$ cat config.mk
export PLATFORM = sky130hd
export DESIGN_NAME = drp_por
export DESIGN_NICKNAME = d
export VERILOG_FILES = /design/src/rtl/drp_pkg.sv /design/src/rtl/drp_por.sv
export SDC_FILE = /design/constraint.sdc
export NUM_CORES = 1
export LEC_CHECK = 0
export BUFFER_PORTS_ARGS = -buffer_cell sky130_fd_sc_hd__buf_2
export CAP_MARGIN = 10
export CORE_UTILIZATION = 30
export DETAILED_ROUTE_END_ITERATION = 8
export GPL_TIMING_DRIVEN = 0
export MAX_ROUTING_LAYER = met4
export PLACE_DENSITY = 0.54
export SLEW_MARGIN = 20
export SYNTH_ARGS = -nofsm -noshare
export SYNTH_HDL_FRONTEND = slang
export SYNTH_SLANG_ARGS = --single-unit
$ cat constraint.sdc
create_clock -name clk -period 1.65 [get_ports clk]
set_input_delay 0 -clock clk [delete_from_list [all_inputs] [get_ports clk]]
set_output_delay 0 -clock clk [all_outputs]
set_load 0.02 [all_outputs]
$ cat src/rtl/drp_pkg.sv
// Constants for the dual rail power-on reset block.
// Assumes a 250 MHz free-running clock; rail flags come from outside comparators.
package drp_pkg;
   // Clock rate and hold time
   localparam int unsigned CLK_HZ = 250_000_000;
   localparam int unsigned HOLD_MS = 180;
   // Hold period in cycles (least time, rounds up; exact here)
   localparam longint unsigned HOLD_CYC_L = (longint'(HOLD_MS) * CLK_HZ + 999) / 1000;
   localparam int unsigned HOLD_CYC = int'(HOLD_CYC_L);
   // Counter width
   localparam int unsigned CNT_W = 26;
   // Reset values
   localparam logic RST_OUT_INIT = 1'b0;
   localparam logic [2:0] SYNC_INIT = 3'h0;
   localparam logic RAIL_LOW_INIT = 1'b1;
   localparam logic EXT_LOW_INIT = 1'b0;
   localparam logic OE_N_INIT = 1'b0;
   localparam logic [CNT_W-1:0] CNT_INIT = '0;

   // Per-rail sequencer states
   typedef enum logic [2:0] {
      DRP_DOWN = 3'h1,
      DRP_HOLD = 3'h2,
      DRP_UP   = 3'h4
   } drp_state_t;
endpackage

$ cat src/rtl/drp_por.sv
// Dual rail power-on reset sequencer: standby and main reset outputs.
// Assumes rail-low flags from asynchronous comparators and a free-running clk.
//
// Operation
// Standby reset stays low while the standby rail is below threshold.
// Standby reset releases about 180 ms after the standby rail recovers.
// Main reset stays low while the main rail is below threshold.
// Main reset releases about 180 ms after the main rail recovers.
// If main rises with or before standby, main releases 180 ms after standby.
// Main reset pin also accepts an external low as a reset request.
// A rail dip during hold re-asserts reset and restarts the full hold.
`timescale 1ns/1ps
module drp_por
   import drp_pkg::*;
#(
   parameter int unsigned HOLD_CYCLES = HOLD_CYC
) (
   // Clock and reset
   input wire logic clk,
   input wire logic nrst,
   // Rail comparator flags, high while the rail is below threshold
   input wire logic standby_low,
   input wire logic main_low,
   // Standby reset pin
   output logic standby_reset_n,
   // Main reset pin, open drain: in, out, enable (low while driving)
   input wire logic main_reset_n_in,
   output logic main_reset_n_out,
   output logic main_reset_n_oe_n
);

   // Three-stage synchronisers; stages 2 and 3 must agree.
   // Bit 0 is the first flop and is read only by the second.
   logic [2:0] sb_sync_q;
   logic [2:0] mn_sync_q;
   logic [2:0] ext_sync_q;

   // Filtered levels, high while the cause is present
   logic sb_low_q;
   logic mn_low_q;
   logic ext_low_q;

   // Standby rail comparator synchroniser
   always_ff @(posedge clk or negedge nrst) begin
      if (!nrst) begin
         sb_sync_q <= SYNC_INIT;
      end else begin
         sb_sync_q <= {sb_sync_q[1:0], standby_low};
      end
   end

   // Main rail comparator synchroniser
   always_ff @(posedge clk or negedge nrst) begin
      if (!nrst) begin
         mn_sync_q <= SYNC_INIT;
      end else begin
         mn_sync_q <= {mn_sync_q[1:0], main_low};
      end
   end

   // Pin sense synchroniser, inverted so high means a request
   always_ff @(posedge clk or negedge nrst) begin
      if (!nrst) begin
         ext_sync_q <= SYNC_INIT;
      end else begin
         ext_sync_q <= {ext_sync_q[1:0], ~main_reset_n_in};
      end
   end

   // Standby level filter; power-up assumes the rail low until seen otherwise
   always_ff @(posedge clk or negedge nrst) begin
      if (!nrst) begin
         sb_low_q <= RAIL_LOW_INIT;
      end else begin
         if (sb_sync_q[2] == sb_sync_q[1]) begin
            sb_low_q <= sb_sync_q[1];
         end
      end
   end

   // Main level filter; a one-cycle glitch never reaches the sequencer
   always_ff @(posedge clk or negedge nrst) begin
      if (!nrst) begin
         mn_low_q <= RAIL_LOW_INIT;
      end else begin
         if (mn_sync_q[2] == mn_sync_q[1]) begin
            mn_low_q <= mn_sync_q[1];
         end
      end
   end

   // Request level filter; no request is assumed at power-up
   always_ff @(posedge clk or negedge nrst) begin
      if (!nrst) begin
         ext_low_q <= EXT_LOW_INIT;
      end else begin
         if (ext_sync_q[2] == ext_sync_q[1]) begin
            ext_low_q <= ext_sync_q[1];
         end
      end
   end

   // End of a hold; both sequencers share one terminal count, each on its own counter
   function automatic logic hold_done(input logic [CNT_W-1:0] cnt);
      hold_done = (cnt == CNT_W'(HOLD_CYCLES - 1));
   endfunction

   // Standby sequencer
   drp_state_t sb_st_q;
   logic [CNT_W-1:0] sb_cnt_q;

   // Standby state: down while low, hold while counting, up after the count
   always_ff @(posedge clk or negedge nrst) begin
      if (!nrst) begin
         sb_st_q <= DRP_DOWN;
      end else begin
         case (sb_st_q)
            DRP_DOWN: begin
               if (!sb_low_q) begin
                  sb_st_q <= DRP_HOLD;
               end
            end
            DRP_HOLD: begin
               if (sb_low_q) begin
                  sb_st_q <= DRP_DOWN;
               end else if (hold_done(sb_cnt_q)) begin
                  sb_st_q <= DRP_UP;
               end
            end
            DRP_UP: begin
               if (sb_low_q) begin
                  sb_st_q <= DRP_DOWN;
               end
            end
            default: begin
               sb_st_q <= DRP_DOWN;
            end
         endcase
      end
   end

   // Standby counter: runs only in hold, so any exit restarts the full count
   always_ff @(posedge clk or negedge nrst) begin
      if (!nrst) begin
         sb_cnt_q <= CNT_INIT;
      end else begin
         if ((sb_st_q != DRP_HOLD) || sb_low_q) begin
            sb_cnt_q <= CNT_INIT;
         end else if (!hold_done(sb_cnt_q)) begin
            sb_cnt_q <= sb_cnt_q + 1'b1;
         end
      end
   end

   // Main sequencer. Holding off while standby is not up makes a main
   // hold start only once standby has released, which covers the
   // main-first case; a lone main dip still gets its own full hold.
   drp_state_t mn_st_q;
   logic [CNT_W-1:0] mn_cnt_q;
   logic mn_block;

   // Any cause that must keep main reset low
   assign mn_block = mn_low_q | ext_low_q | (sb_st_q != DRP_UP);

   // Main state: same shape as standby, gated by every blocking cause
   always_ff @(posedge clk or negedge nrst) begin
      if (!nrst) begin
         mn_st_q <= DRP_DOWN;
      end else begin
         case (mn_st_q)
            DRP_DOWN: begin
               if (!mn_block) begin
                  mn_st_q <= DRP_HOLD;
               end
            end
            DRP_HOLD: begin
               if (mn_block) begin
                  mn_st_q <= DRP_DOWN;
               end else if (hold_done(mn_cnt_q)) begin
                  mn_st_q <= DRP_UP;
               end
            end
            DRP_UP: begin
               if (mn_block) begin
                  mn_st_q <= DRP_DOWN;
               end
            end
            default: begin
               mn_st_q <= DRP_DOWN;
            end
         endcase
      end
   end

   // Main counter: cleared by any blocking cause, so a dip restarts the hold
   always_ff @(posedge clk or negedge nrst) begin
      if (!nrst) begin
         mn_cnt_q <= CNT_INIT;
      end else begin
         if ((mn_st_q != DRP_HOLD) || mn_block) begin
            mn_cnt_q <= CNT_INIT;
         end else if (!hold_done(mn_cnt_q)) begin
            mn_cnt_q <= mn_cnt_q + 1'b1;
         end
      end
   end

   // Standby output flop; the low term drops the pin one edge earlier
   always_ff @(posedge clk or negedge nrst) begin
      if (!nrst) begin
         standby_reset_n <= RST_OUT_INIT;
      end else begin
         standby_reset_n <= (sb_st_q == DRP_UP) && !sb_low_q;
      end
   end

   // Main pin data: open drain, so the data is always low
   always_ff @(posedge clk or negedge nrst) begin
      if (!nrst) begin
         main_reset_n_out <= RST_OUT_INIT;
      end else begin
         main_reset_n_out <= 1'b0;
      end
   end

   // Main pin enable; released pin floats high on the pull-up.
   // The own drive reads back on the pin, so the sense must exclude it.
   always_ff @(posedge clk or negedge nrst) begin
      if (!nrst) begin
         main_reset_n_oe_n <= OE_N_INIT;
      end else begin
         main_reset_n_oe_n <= (mn_st_q == DRP_UP) && !mn_block;
      end
   end

endmodule
# Word level (Yosys, flattened, before mapping)
# Cells that the tools add are included.
dict set report totals {
  out_inout_bits 3
  inputBits 5
  register_bits 72
  word_cells 61
}
dict set report op_classes {
  n_eq_ne 22
  bitwise 3
  n_addsub 2
  reduce_logical 8
  mux 14
}
# cell n
set op_table {}
lappend op_table {{two-way mux 26 bit} 4}
lappend op_table {{adder 26 x 1 -> 26 bit (second input constant)} 2}
lappend op_table {{== test 26 bit (second input constant)} 2}
lappend op_table {{two-way mux 3 bit} 8}
lappend op_table {{case mux 3 bit (3 select lines)} 2}
lappend op_table {{inequality test 3 bit (second input constant)} 3}
lappend op_table {{inequality test 2 bit (second input constant)} 4}
lappend op_table {{== test 3 x 1 -> 1 bit (second input constant)} 2}
lappend op_table {{== test 3 x 2 -> 1 bit (second input constant)} 2}
lappend op_table {{== test 3 bit (second input constant)} 2}
lappend op_table {{inequality test 3 x 2 -> 1 bit (second input constant)} 2}
lappend op_table {{AND reduction 3 bit} 2}
lappend op_table {{inequality test 2 x 1 -> 1 bit (second input constant)} 2}
lappend op_table {{== test 1 bit} 3}
lappend op_table {{logical AND 1 bit} 2}
lappend op_table {{zero test 1 bit} 2}
lappend op_table {{logical OR 1 bit} 2}
lappend op_table {{OR 1 bit} 2}
lappend op_table {{inverter 1 bit} 1}

# Longest topological paths before layout
# Gate-level depths: netlist of run 1.
dict set report logic_depth {
  word_depth 4
  depth_mapped 6
  depth_no_buf 5
}

# Worst setup path before layout of run 1
# OpenSTA, ideal clock, no wires.
dict set report synth_path {
  path_type {reg2reg}
  startpoint {register mn_cnt_q[3]}
  endpoint {register mn_cnt_q[25]}
  arrival_ns 1.737
  path_stages_with_launch 6
  setup_time_ns 0.078
  period_less_slack_ns 1.815
  required_time_ns 1.572
  path_slack_ns -0.165
  n_path_buf 1
  path_cell_list {dfrtp_1 nand4_4 or4_1 buf_2 or4_1 a21oi_1}
}
dict set report synth_via {
  elab_chain_len 3
  word_cells_on_any_way 5
  classes_between {add/sub (1); eq/ne (2); mux (2)}
}
# element line_no
set synth_rtl {}
lappend synth_rtl {{from (decl)} drp_por.sv:159} ;# logic [CNT_W-1:0] mn_cnt_q;
lappend synth_rtl {{from (signal assigned)} drp_por.sv:203} ;# mn_cnt_q <= mn_cnt_q + 1'b1;
lappend synth_rtl {{adder 26 x 1 -> 26 bit} drp_por.sv:203}
lappend synth_rtl {{two-way mux 26 bit} drp_por.sv:202} ;# end else if (!hold_done(mn_cnt_q)) begin
lappend synth_rtl {{two-way mux 26 bit} drp_por.sv:200} ;# if ((mn_st_q != DRP_HOLD) || mn_block) begin
# Several ways; a longest one is shown, not always the timed one. The select of a mux whose other input is x is not followed.
# A chain may end at the register's enable or synchronous reset.

# Worst setup path after layout of run 1
dict set report layout_path {
  startpoint {register mn_cnt_q[0]}
  endpoint {register mn_cnt_q[23]}
}
# Same word-level chain as after synthesis.

==> run metrics, run 1 <==
Avg Vias per Cell=5.304; Worst-Skew Late Latency=around 0.34 ns; fillcell total=approximately 1100; Seq/Total Area, Yosys=0.4897; global-route wire length before repair=roughly 15000 um; root buffer cell=clkbuf_16; vias in the first global route=3052; Slew Viols, Final=0; Area Overhead vs Synth=37.88%; WP data arrival=2.04 ns; CP Capture Type=flip-flop; Clk pin slew, worst setup/hold paths=about 0.060 ns; Post-Syn Instances=381; Critical Path Max Stage Delay=0.60 ns; input/output buffers=6; number of synthesized flops with an enable pin=0; RSZ-0062 raised after global routing=true; status=complete, but fails checks; Final Wtd Congestion=slightly below 0.8; max-cap viol count=0; IR drop worst, VDD=0.5653 mV; nets@finish=roughly 460; Hold Crit Class=primary input to async pin; Comb pwr share=0.088; TritonCTS clock tree=built; P_int=~0.003 W; Yosys warnings=0; Worst Clk Skew=between 0.005 and 0.006 ns; CTS Buf Count=9; Place WS=-0.3664 ns; Leak=1.976 nW; CTS max path bufs=2; IO Pins=8; Bufs and invs on worst path=1; synth top area cells=dfrtp_1 46%, a21oi_1 4.2%, nand2_1 3.7%; maximum fanout along the worst path=8; Die ar.=between 0.01 and 0.015 mm2; Crit Path Class=flip-flop to flip-flop; largest net degree at the start of global routing=50; H-tree depth=3; Syn Std Cell Area=around 0.0037 mm2; Hold Violations, Final=0; initial core utilization=0.3072; CORE AREA=approximately 0.012 mm2; fraction of registers with async set/reset=1.000; setup TNS=-0.6374 ns; PnR worst setup slack=-0.1264 ns; flip-flop and latch count after synthesis=between 70 and 80; most used cell, CP=or4_4; CP max stage cell=or4_4; Worst Setup Start Kind=flip-flop; # DRC=0; delay-heaviest family, CP=simple AND/OR/NAND/NOR gates; post-route minimum period=approximately 1.8 ns; leading cell type by number of instances after synthesis=dfrtp_1; Die W=around 110 um; clock sink count=72; routed wire length=slightly above 9000 um; f_max=around 560 MHz; sw frac=0.2436; Sw Pwr=0.0009954 W; Tot GR Track Use=0.1492; Via Count=between 3000 and 4000; num rows=40; post-synthesis area per instance=9.684 um2; Remaining Overflow, GRT=0; initial antenna violation count=0; Netlist cell types=51; Post-DP HPWL=about 5400 um; Post-synth top cells=68 x dfrtp_1, 36 x nand2_1, 31 x a21oi_1; Post-Syn Nets=388; area leader, netlist=dfrtp_1; DR iter-0 viols=approximately 180; crit-path cells=buf_4 > nand3_4 > or4_4 > or4_4 > a21oi_2; clock network fraction of total power=0.448; share of cells above drive strength 1=0.3660; sequential share of power=0.464; endpoints failing setup=12; Final ANT Viol Nets=0; crit share post-route=1.077; PwrDens=around 800 mW/mm2; DRT Pass-1 Iters=4; Die Ht=112.9 um; Synth top area share=0.4612; failing checks=setup timing; Worst Path Required=1.91 ns; Avg WL per Cell=between 15 and 20 um; Top FF cell, synth=dfrtp_1; n_diodes=0
## metal layers
metal,track usage,routed length (um),vias to the layer above
li1,-,-,1543
met1,0.1793,4214,1613
met2,0.2510,4534,43
met3,0.03535,256,15
met4,0.04123,142,0
met5,-,0,-
## repair_timing
action | 4_1_cts | 5_1_grt
setup buffers | 40 | 15
endpoints found under the setup margin | 53 | 50
endpoints found under the hold margin | 71 | 0
resized for setup | 62 | 53
hold buffers | 4 | 0
gates cloned | 1 | 1
pin swaps | 27 | 30
## kinds of logic after synthesis
family,share of synthesized area
and+or+nand+nor,0.2740
other,0.001016
DFF,0.4897
muxes,0.02713
AOI/OAI and AO/OA,0.1248
adders and majority gates,0.01492
buffers and inverters,0.03289
xor gates and xnor gates,0.03561
## placed cells by master, fill, tap and decap left out, drive strengths merged, types with 4 or more instances in the layout
cell         count
buf             72
dfrtp           68
nand2           36
a21oi           31
nand3           22
nor2            18
o21ai           16
clkbuf          16
nand2b          15
xnor2           13
inv             12
nand4           12
or4             12
nor3            11
mux2i           10
or3              9
nor4             9
o31ai            8
and3             6
and4             5
dlygate4sd3      4
dfstp            4
clkinv           4
nor4bb           4
a211oi           4
## registers in the layout, summed over array words and instances, names as in the netlist
| name | count |
|---|---|
| ext_low_q | 1 |
| main_reset_n_oe_n | 1 |
| sb_sync_q | 3 |
| mn_sync_q | 3 |
| sb_st_q | 3 |
| mn_cnt_q | 26 |
| sb_low_q | 1 |
| standby_reset_n | 1 |
| ext_sync_q | 3 |
| mn_low_q | 1 |
| mn_st_q | 3 |
| sb_cnt_q | 26 |
## final cells by class
cell class                 instances  area (um2)  share of cell area
multi-input combinational        278        2049              0.4029
sequential                        72        1826              0.3588
timing repair buffer              67       549.3              0.1080
clock buffer                      11       252.7             0.04968
tap                              147       183.9             0.03615
buffer                            14       145.1             0.02853
inverter                          12       50.05            0.009838
clock inverter                     5       31.28            0.006149
## worst paths after layout
kind / from / end / slack [ns] / depth (start not counted)
min in group clk: standby_low / sb_sync_q[0] / 0.31 / 2
min reg2reg: ext_sync_q[0] / ext_sync_q[1] / 0.35 / 0
max reg2reg: mn_cnt_q[0] / mn_cnt_q[23] / -0.13 / 5
min: nrst / mn_cnt_q[25] / 0.12 / 2
max: mn_cnt_q[0] / mn_cnt_q[23] / -0.13 / 5
max in group asynchronous: nrst / sb_low_q / 0.91 / 3
## per-stage QoR
stage               power (W)  hold slack [ns]  std cells    util  cell area (um2)
detailed placement   0.002148         -0.05964        535  0.3320             3988
floorplan            0.002047          -0.2956        381       -             3744
finish               0.004086           0.1249        606  0.4235             5087
global route         0.004255           0.1615        606  0.4235             5087
global placement     0.002129           0.1098        534  0.3295             3958
CTS                  0.004114           0.1402        591  0.3997             4801
## power groups by stage
| stage | Sequential, W | Combinational [W] | Clock (W) |
|---|---|---|---|
| after CTS | 0.00189 | 0.000340 | 0.00189 |
| after global routing | 0.00190 | 0.000394 | 0.00196 |
| after detailed placement | 0.00188 | 0.000272 | 0 |
| after floorplan | 0.00187 | 0.000176 | 0 |
| after global placement | 0.00188 | 0.000254 | 0 |
| final | 0.00189 | 0.000361 | 0.00183 |
Note: power is estimated with default switching activity, not from simulation.
==> run 2: changes to the inputs <==
Settings changed: CAP_MARGIN 10 to 20, PLACE_DENSITY 0.54 to 0.52.
Clock period 1.65 ns to 1.8 ns, I/O delays scaled along.
==> run metrics, run 2 (synthesis gave the netlist of run 1 again) <==
status=finished clean; Worst-Skew Late Latency=0.35 ns (about the same); Clk pin slew, worst setup/hold paths=0.06 ns (about the same); DR iter-0 viols=170 (-6.1%); Avg WL per Cell=14.58 um (-3.4%); PwrDens=781.3 mW/mm2 (-2.7%); Worst Path Required=2.07 ns (+0.16 ns); CTS max path bufs=2 (unchanged); R2R cell count=5 (unchanged); Die Ht=112.9 um (unchanged); M2 GR Usage=0.2226 (-0.02840); Area Overhead vs Synth=27.26%; clock sink count=72 (unchanged); Die ar.=0.01275 mm2 (unchanged); f_max=561.4 MHz (-0.27%); IR drop worst, VDD=0.6745 mV (+19%); endpoints failing setup=0 (-12); H-tree depth=3 (unchanged); grt met3 use=0.04499 (+0.009641); Die W=112.9 um (unchanged); Via Count=3040 (-5.4%); Hold Violations, Final=0 (unchanged); Worst Setup Start Kind=flip-flop; # DRC=0 (unchanged); largest registers=mn_cnt_q x26, sb_cnt_q x26; num rows=40 (unchanged); crit-path cells=buf_8 > nand4_1 > or4_4 > or4_4 > a21oi_2; n_diodes=0 (unchanged); Crit Path Class=flip-flop to flip-flop; WP data arrival=2.05 ns (about the same); Bufs and invs on worst path=1 (unchanged); delay-heaviest family, CP=simple AND/OR/NAND/NOR gates; Layout Utilization=0.3909 (-0.03260); dpl cell area=0.003946 mm2 (-1.0%); RSZ-0062 raised after global routing=true; hold slack=0.1372 ns (+0.01225 ns); CP Capture Type=flip-flop; TritonCTS clock tree=built; critical path depth=5 (unchanged); Tot GR Track Use=0.1488 (-0.0004015); root buffer cell=clkbuf_16; commonest cells after routing, fill and taps aside=51 x dfrtp_1, 36 x nand2_1, 31 x buf_4; Final Wtd Congestion=0.7789 (-0.68%); initial core utilization=0.3072 (unchanged); Post-DP HPWL=5348 um (-0.21%); CTS Buf Count=9 (unchanged); IO Pins=8 (unchanged); max-cap viol count=0 (unchanged); Remaining Overflow, GRT=0 (unchanged); Worst Clk Skew=0.007848 ns (+0.002685 ns); nets@finish=434 (-5.9%); Hold Crit Class=primary input to async pin; routed wire length=8442 um (-7.7%); initial antenna violation count=0 (unchanged); CP max stage cell=or4_4; final instance area=0.004696 mm2 (-7.7%); global-route wire length before repair=14270 um (-3.0%); Critical Path Max Stage Delay=0.60 ns (about the same); maximum fanout along the worst path=6 (-2); CORE AREA=0.01201 mm2 (unchanged); largest net degree at the start of global routing=44 (-12%); commonest non-fill, non-tap cell in the layout=dfrtp_1; Final ANT Viol Nets=0 (unchanged); most used cell, CP=or4_4; most utilized layer in the global route result=met2; crit share post-route=0.9896 (-0.08703); M1 GR Usage=0.1895 (+0.01024); Leak=1.748 nW (-12%); vias in the first global route=2923 (-4.2%); input/output buffers=6 (unchanged); post-route minimum period=1.781 ns (+0.004840 ns); share of cells above drive strength 1=0.2731 (-0.09286); Avg Vias per Cell=5.250 (-1.0%); DRT Pass-1 Iters=4 (unchanged); Slew Viols, Final=0 (unchanged)
## run 2: metrics by stage
| step | std cells | total power [W] | worst slack [ns] | TNS, ns |
|---|---|---|---|---|
| after floorplan | 381 | 0.001860 | -0.003178 | -0.006356 |
| after CTS | 566 | 0.003716 | -0.008265 | -0.008265 |
| after global routing | 579 | 0.003832 | -0.04941 | -0.1827 |
| after global placement | 534 | 0.001933 | -0.3538 | -8.062 |
| final | 579 | 0.003669 | 0.01878 | 0 |
| after detailed placement | 535 | 0.001952 | -0.4031 | -9.322 |
## run 2: worst paths after layout
path | start | to | slack [ns]
min | nrst | mn_cnt_q[25] | 0.14
min in group clk | standby_low | sb_sync_q[0] | 0.30
max reg2reg | mn_cnt_q[14] | mn_cnt_q[25] | 0.02
max | mn_cnt_q[14] | mn_cnt_q[25] | 0.02
min reg2reg | sb_sync_q[0] | sb_sync_q[1] | 0.35
max in group asynchronous | nrst | sb_low_q | 1.05
## run 2: area by class of cell
class | count | area (um2)
multi-input combinational | 278 | 1928
buffer | 13 | 91.34
clock buffer | 10 | 239.0
timing repair buffer | 41 | 330.3
clock inverter | 6 | 50.05
inverter | 12 | 45.04
tap | 147 | 183.9
sequential | 72 | 1828
fill | 1209 | 7316
## run 2: power by group
group | total (W) | leakage, nW | internal [W] | switching (W)
Clock | 0.00174 | 0.136 | 0.000987 | 0.000751
Combinational | 0.000183 | 0.672 | 0.0000711 | 0.000112
Sequential | 0.00175 | 0.940 | 0.00168 | 0.0000719
## run 2: worst reg2reg max path, cell delays in order, from the launching register on
cell	delay, ns
dfrtp_1	0.36
buf_8	0.11
nand4_1	0.07
or4_4	0.60
or4_4	0.44
a21oi_2	0.14
## run 2: timing repair
item,CTS,global route
setup endpoints to repair,55,45
gates resized for setup,36,47
gates cloned,1,0
pin swaps,6,9
setup buffers,14,15
hold buffers,4,0
hold endpoints to repair,71,0
## run 2: routing by layer
metal | wire length (um) | up-vias
met2 | 3924 | 47
met1 | 4082 | 1495
li1 | - | 1492
met4 | 100 | 0
met5 | 0 | -
met3 | 335 | 6
==> run 3: changes to the inputs <==
Settings changed: CTS_BUF_LIST set to sky130_fd_sc_hd__clkbuf_4.
==> run metrics, run 3 (synthesis gave the netlist of run 1 again) <==
Die Ht=112.9 um (unchanged); PnR worst setup slack=-0.01194 ns (-0.03072 ns); most used cell, CP=or4_4; n_diodes=0 (unchanged); Worst Path Required=2.18 ns (+0.11 ns); crit-path cells=buf_8 > nand4_1 > or4_4 > or4_4 > a21oi_2; Worst-Skew Late Latency=0.46 ns (+0.11 ns); status=complete, but fails checks; Via Count=3085 (+1.5%); DRT Pass-1 Iters=4 (unchanged); sw frac=0.2873 (+0.03244); Final Wtd Congestion=0.7789 (unchanged); clock network fraction of total power=0.324 (-0.150); CP Capture Type=flip-flop; commonest cells after routing, fill and taps aside=54 x dfrtp_1, 36 x nand2_1, 36 x buf_4; root buffer cell=clkbuf_4; final instance area=0.004616 mm2 (-1.7%); Crit Path Class=flip-flop to flip-flop; crit share post-route=1.007 (+0.01707); largest registers=mn_cnt_q x26, sb_cnt_q x26; clock sink count=72 (unchanged); Avg WL per Cell=14.42 um (-1.1%); IO Pins=8 (unchanged); Worst Clk Skew=0.01896 ns (+0.01112 ns); TritonCTS clock tree=built; R2R Path Start=mn_cnt_q[14]; PwrDens=626.3 mW/mm2 (-20%); DR iter-0 viols=135 (-21%); worst slew pin tran=approximately 0.9 ns; post-route minimum period=1.812 ns (+0.03072 ns); Final ANT Viol Nets=0 (unchanged); f_max=551.9 MHz (-1.7%); dpl cell area=0.003946 mm2 (unchanged); Slew Viols, Final=0 (unchanged); Avg Vias per Cell=5.256 (about the same); endpoints failing setup=2 (+2); Hold Violations, Final=0 (unchanged); Die W=112.9 um (unchanged); CTS max path bufs=2 (unchanged); total power draw=0.002891 W (-21%); input/output buffers=6 (unchanged); num rows=40 (unchanged); Die ar.=0.01275 mm2 (unchanged); largest net degree at the start of global routing=44 (unchanged); Worst Setup Start Kind=flip-flop; CP max stage cell=or4_4; Area Overhead vs Synth=25.09%; global-route wire length before repair=14270 um (unchanged); Comb pwr share=0.078 (+0.028); # DRC=0 (unchanged); CTS Buf Count=9 (unchanged); max-cap viol count=0 (unchanged); Critical Path Max Stage Delay=0.61 ns (about the same); CORE AREA=0.01201 mm2 (unchanged); vias in the first global route=2943 (+0.68%); headroom to the max-slew limit=0.3973; Layout Utilization=0.3843 (-0.006666); failing checks=setup timing; H-tree depth=3 (unchanged); P_int=0.002060 W (-25%); Remaining Overflow, GRT=0 (unchanged); RSZ-0062 raised after global routing=true; maximum fanout along the worst path=7 (+1); Place WS=-0.4031 ns (unchanged); worst setup path startpoint=mn_cnt_q[14]; Clk pin slew, worst setup/hold paths=0.14 ns (+0.08 ns); Post-DP HPWL=5348 um (unchanged); Leak=1.716 nW (-1.8%); Tot GR Track Use=0.1481 (-0.0007173); WP data arrival=2.19 ns (+0.14 ns); initial core utilization=0.3072 (unchanged); IR drop worst, VDD=0.5475 mV (-19%); sequential share of power=0.599 (+0.123); commonest non-fill, non-tap cell in the layout=dfrtp_1; initial antenna violation count=0 (unchanged); Sw Pwr=0.0008306 W (-11%); routed wire length=8464 um (+0.26%); share of cells above drive strength 1=0.2750 (+0.001852); nets@finish=442 (+1.8%); Hold Crit Class=primary input to async pin
## run 3: cell count changes in the layout (fill, tap and decap cells not counted), moves of 2 or more
cell           before  now
clkbuf_16           9    0
dfrtp_1            51   54
dfrtp_2            17   14
buf_4              31   36
clkbuf_4            1   10
dlygate4sd3_1       4    6
and4_4              0    2
## run 3: per-stage QoR
stage | TNS, ns | hold WS (ns) | instances
2_1_floorplan | -0.006356 | -0.2956 | 381
3_3_place_gp | -8.062 | 0.1116 | 534
3_5_place_dp | -9.322 | -0.02399 | 535
4_1_cts | -0.05626 | 0.03219 | 570
5_1_grt | -0.3711 | 0.04483 | 587
6_report | -0.01985 | 0.06507 | 587
## run 3: path summary, 6_finish.rpt
kind | slack, ns | end | depth (start not counted)
min in group clk | 0.19 | sb_sync_q[0] | 2
max | -0.01 | mn_cnt_q[23] | 5
min | 0.07 | mn_cnt_q[11] | 3
max reg2reg | -0.01 | mn_cnt_q[23] | 5
min reg2reg | 0.36 | ext_sync_q[1] | 0
max in group asynchronous | 0.39 | mn_cnt_q[3] | 3
## run 3: power by group through the flow
| stage | sequential [W] | combinational [W] | clock [W] |
|---|---|---|---|
| global placement | 0.00172 | 0.000215 | 0 |
| detailed placement | 0.00172 | 0.000233 | 0 |
| global route | 0.00174 | 0.000256 | 0.00108 |
| floorplan | 0.00171 | 0.000145 | 0 |
| finish | 0.00173 | 0.000224 | 0.000935 |
| CTS | 0.00174 | 0.000197 | 0.00100 |
## run 3: what timing repair did
action,CTS,global route
gates cloned,0,1
pin swaps,5,15
hold buffers,6,0
setup buffers,17,16
hold endpoints to repair,71,0
gates resized for setup,34,46
setup endpoints to repair,55,50
## run 3: routing by layer
metal,vias up,share of wire,track usage
li1,1508,-,-
met1,1514,0.47,0.1868
met2,56,0.48,0.2255
met3,7,0.045,0.04821
met4,0,0.010,0.04737
met5,-,0,-
## run 3: critical path: cells and delay by family (launching register included)
family,cells,cell delay [ns]
simple gates,3,1.12
flops,1,0.38
compound gates,1,0.13
buf+inv,1,0.11
## run 3: cell type report
class                   count  area [um2]
clock inverters             7       53.80
well taps                 147       183.9
plain buffers              15       101.3
flip-flops and latches     72        1824
clock buffers               9       67.56
multi-input cells         278        1953
inverters                  12       45.04
repair buffers             47       386.6
fillers                  1217        7396
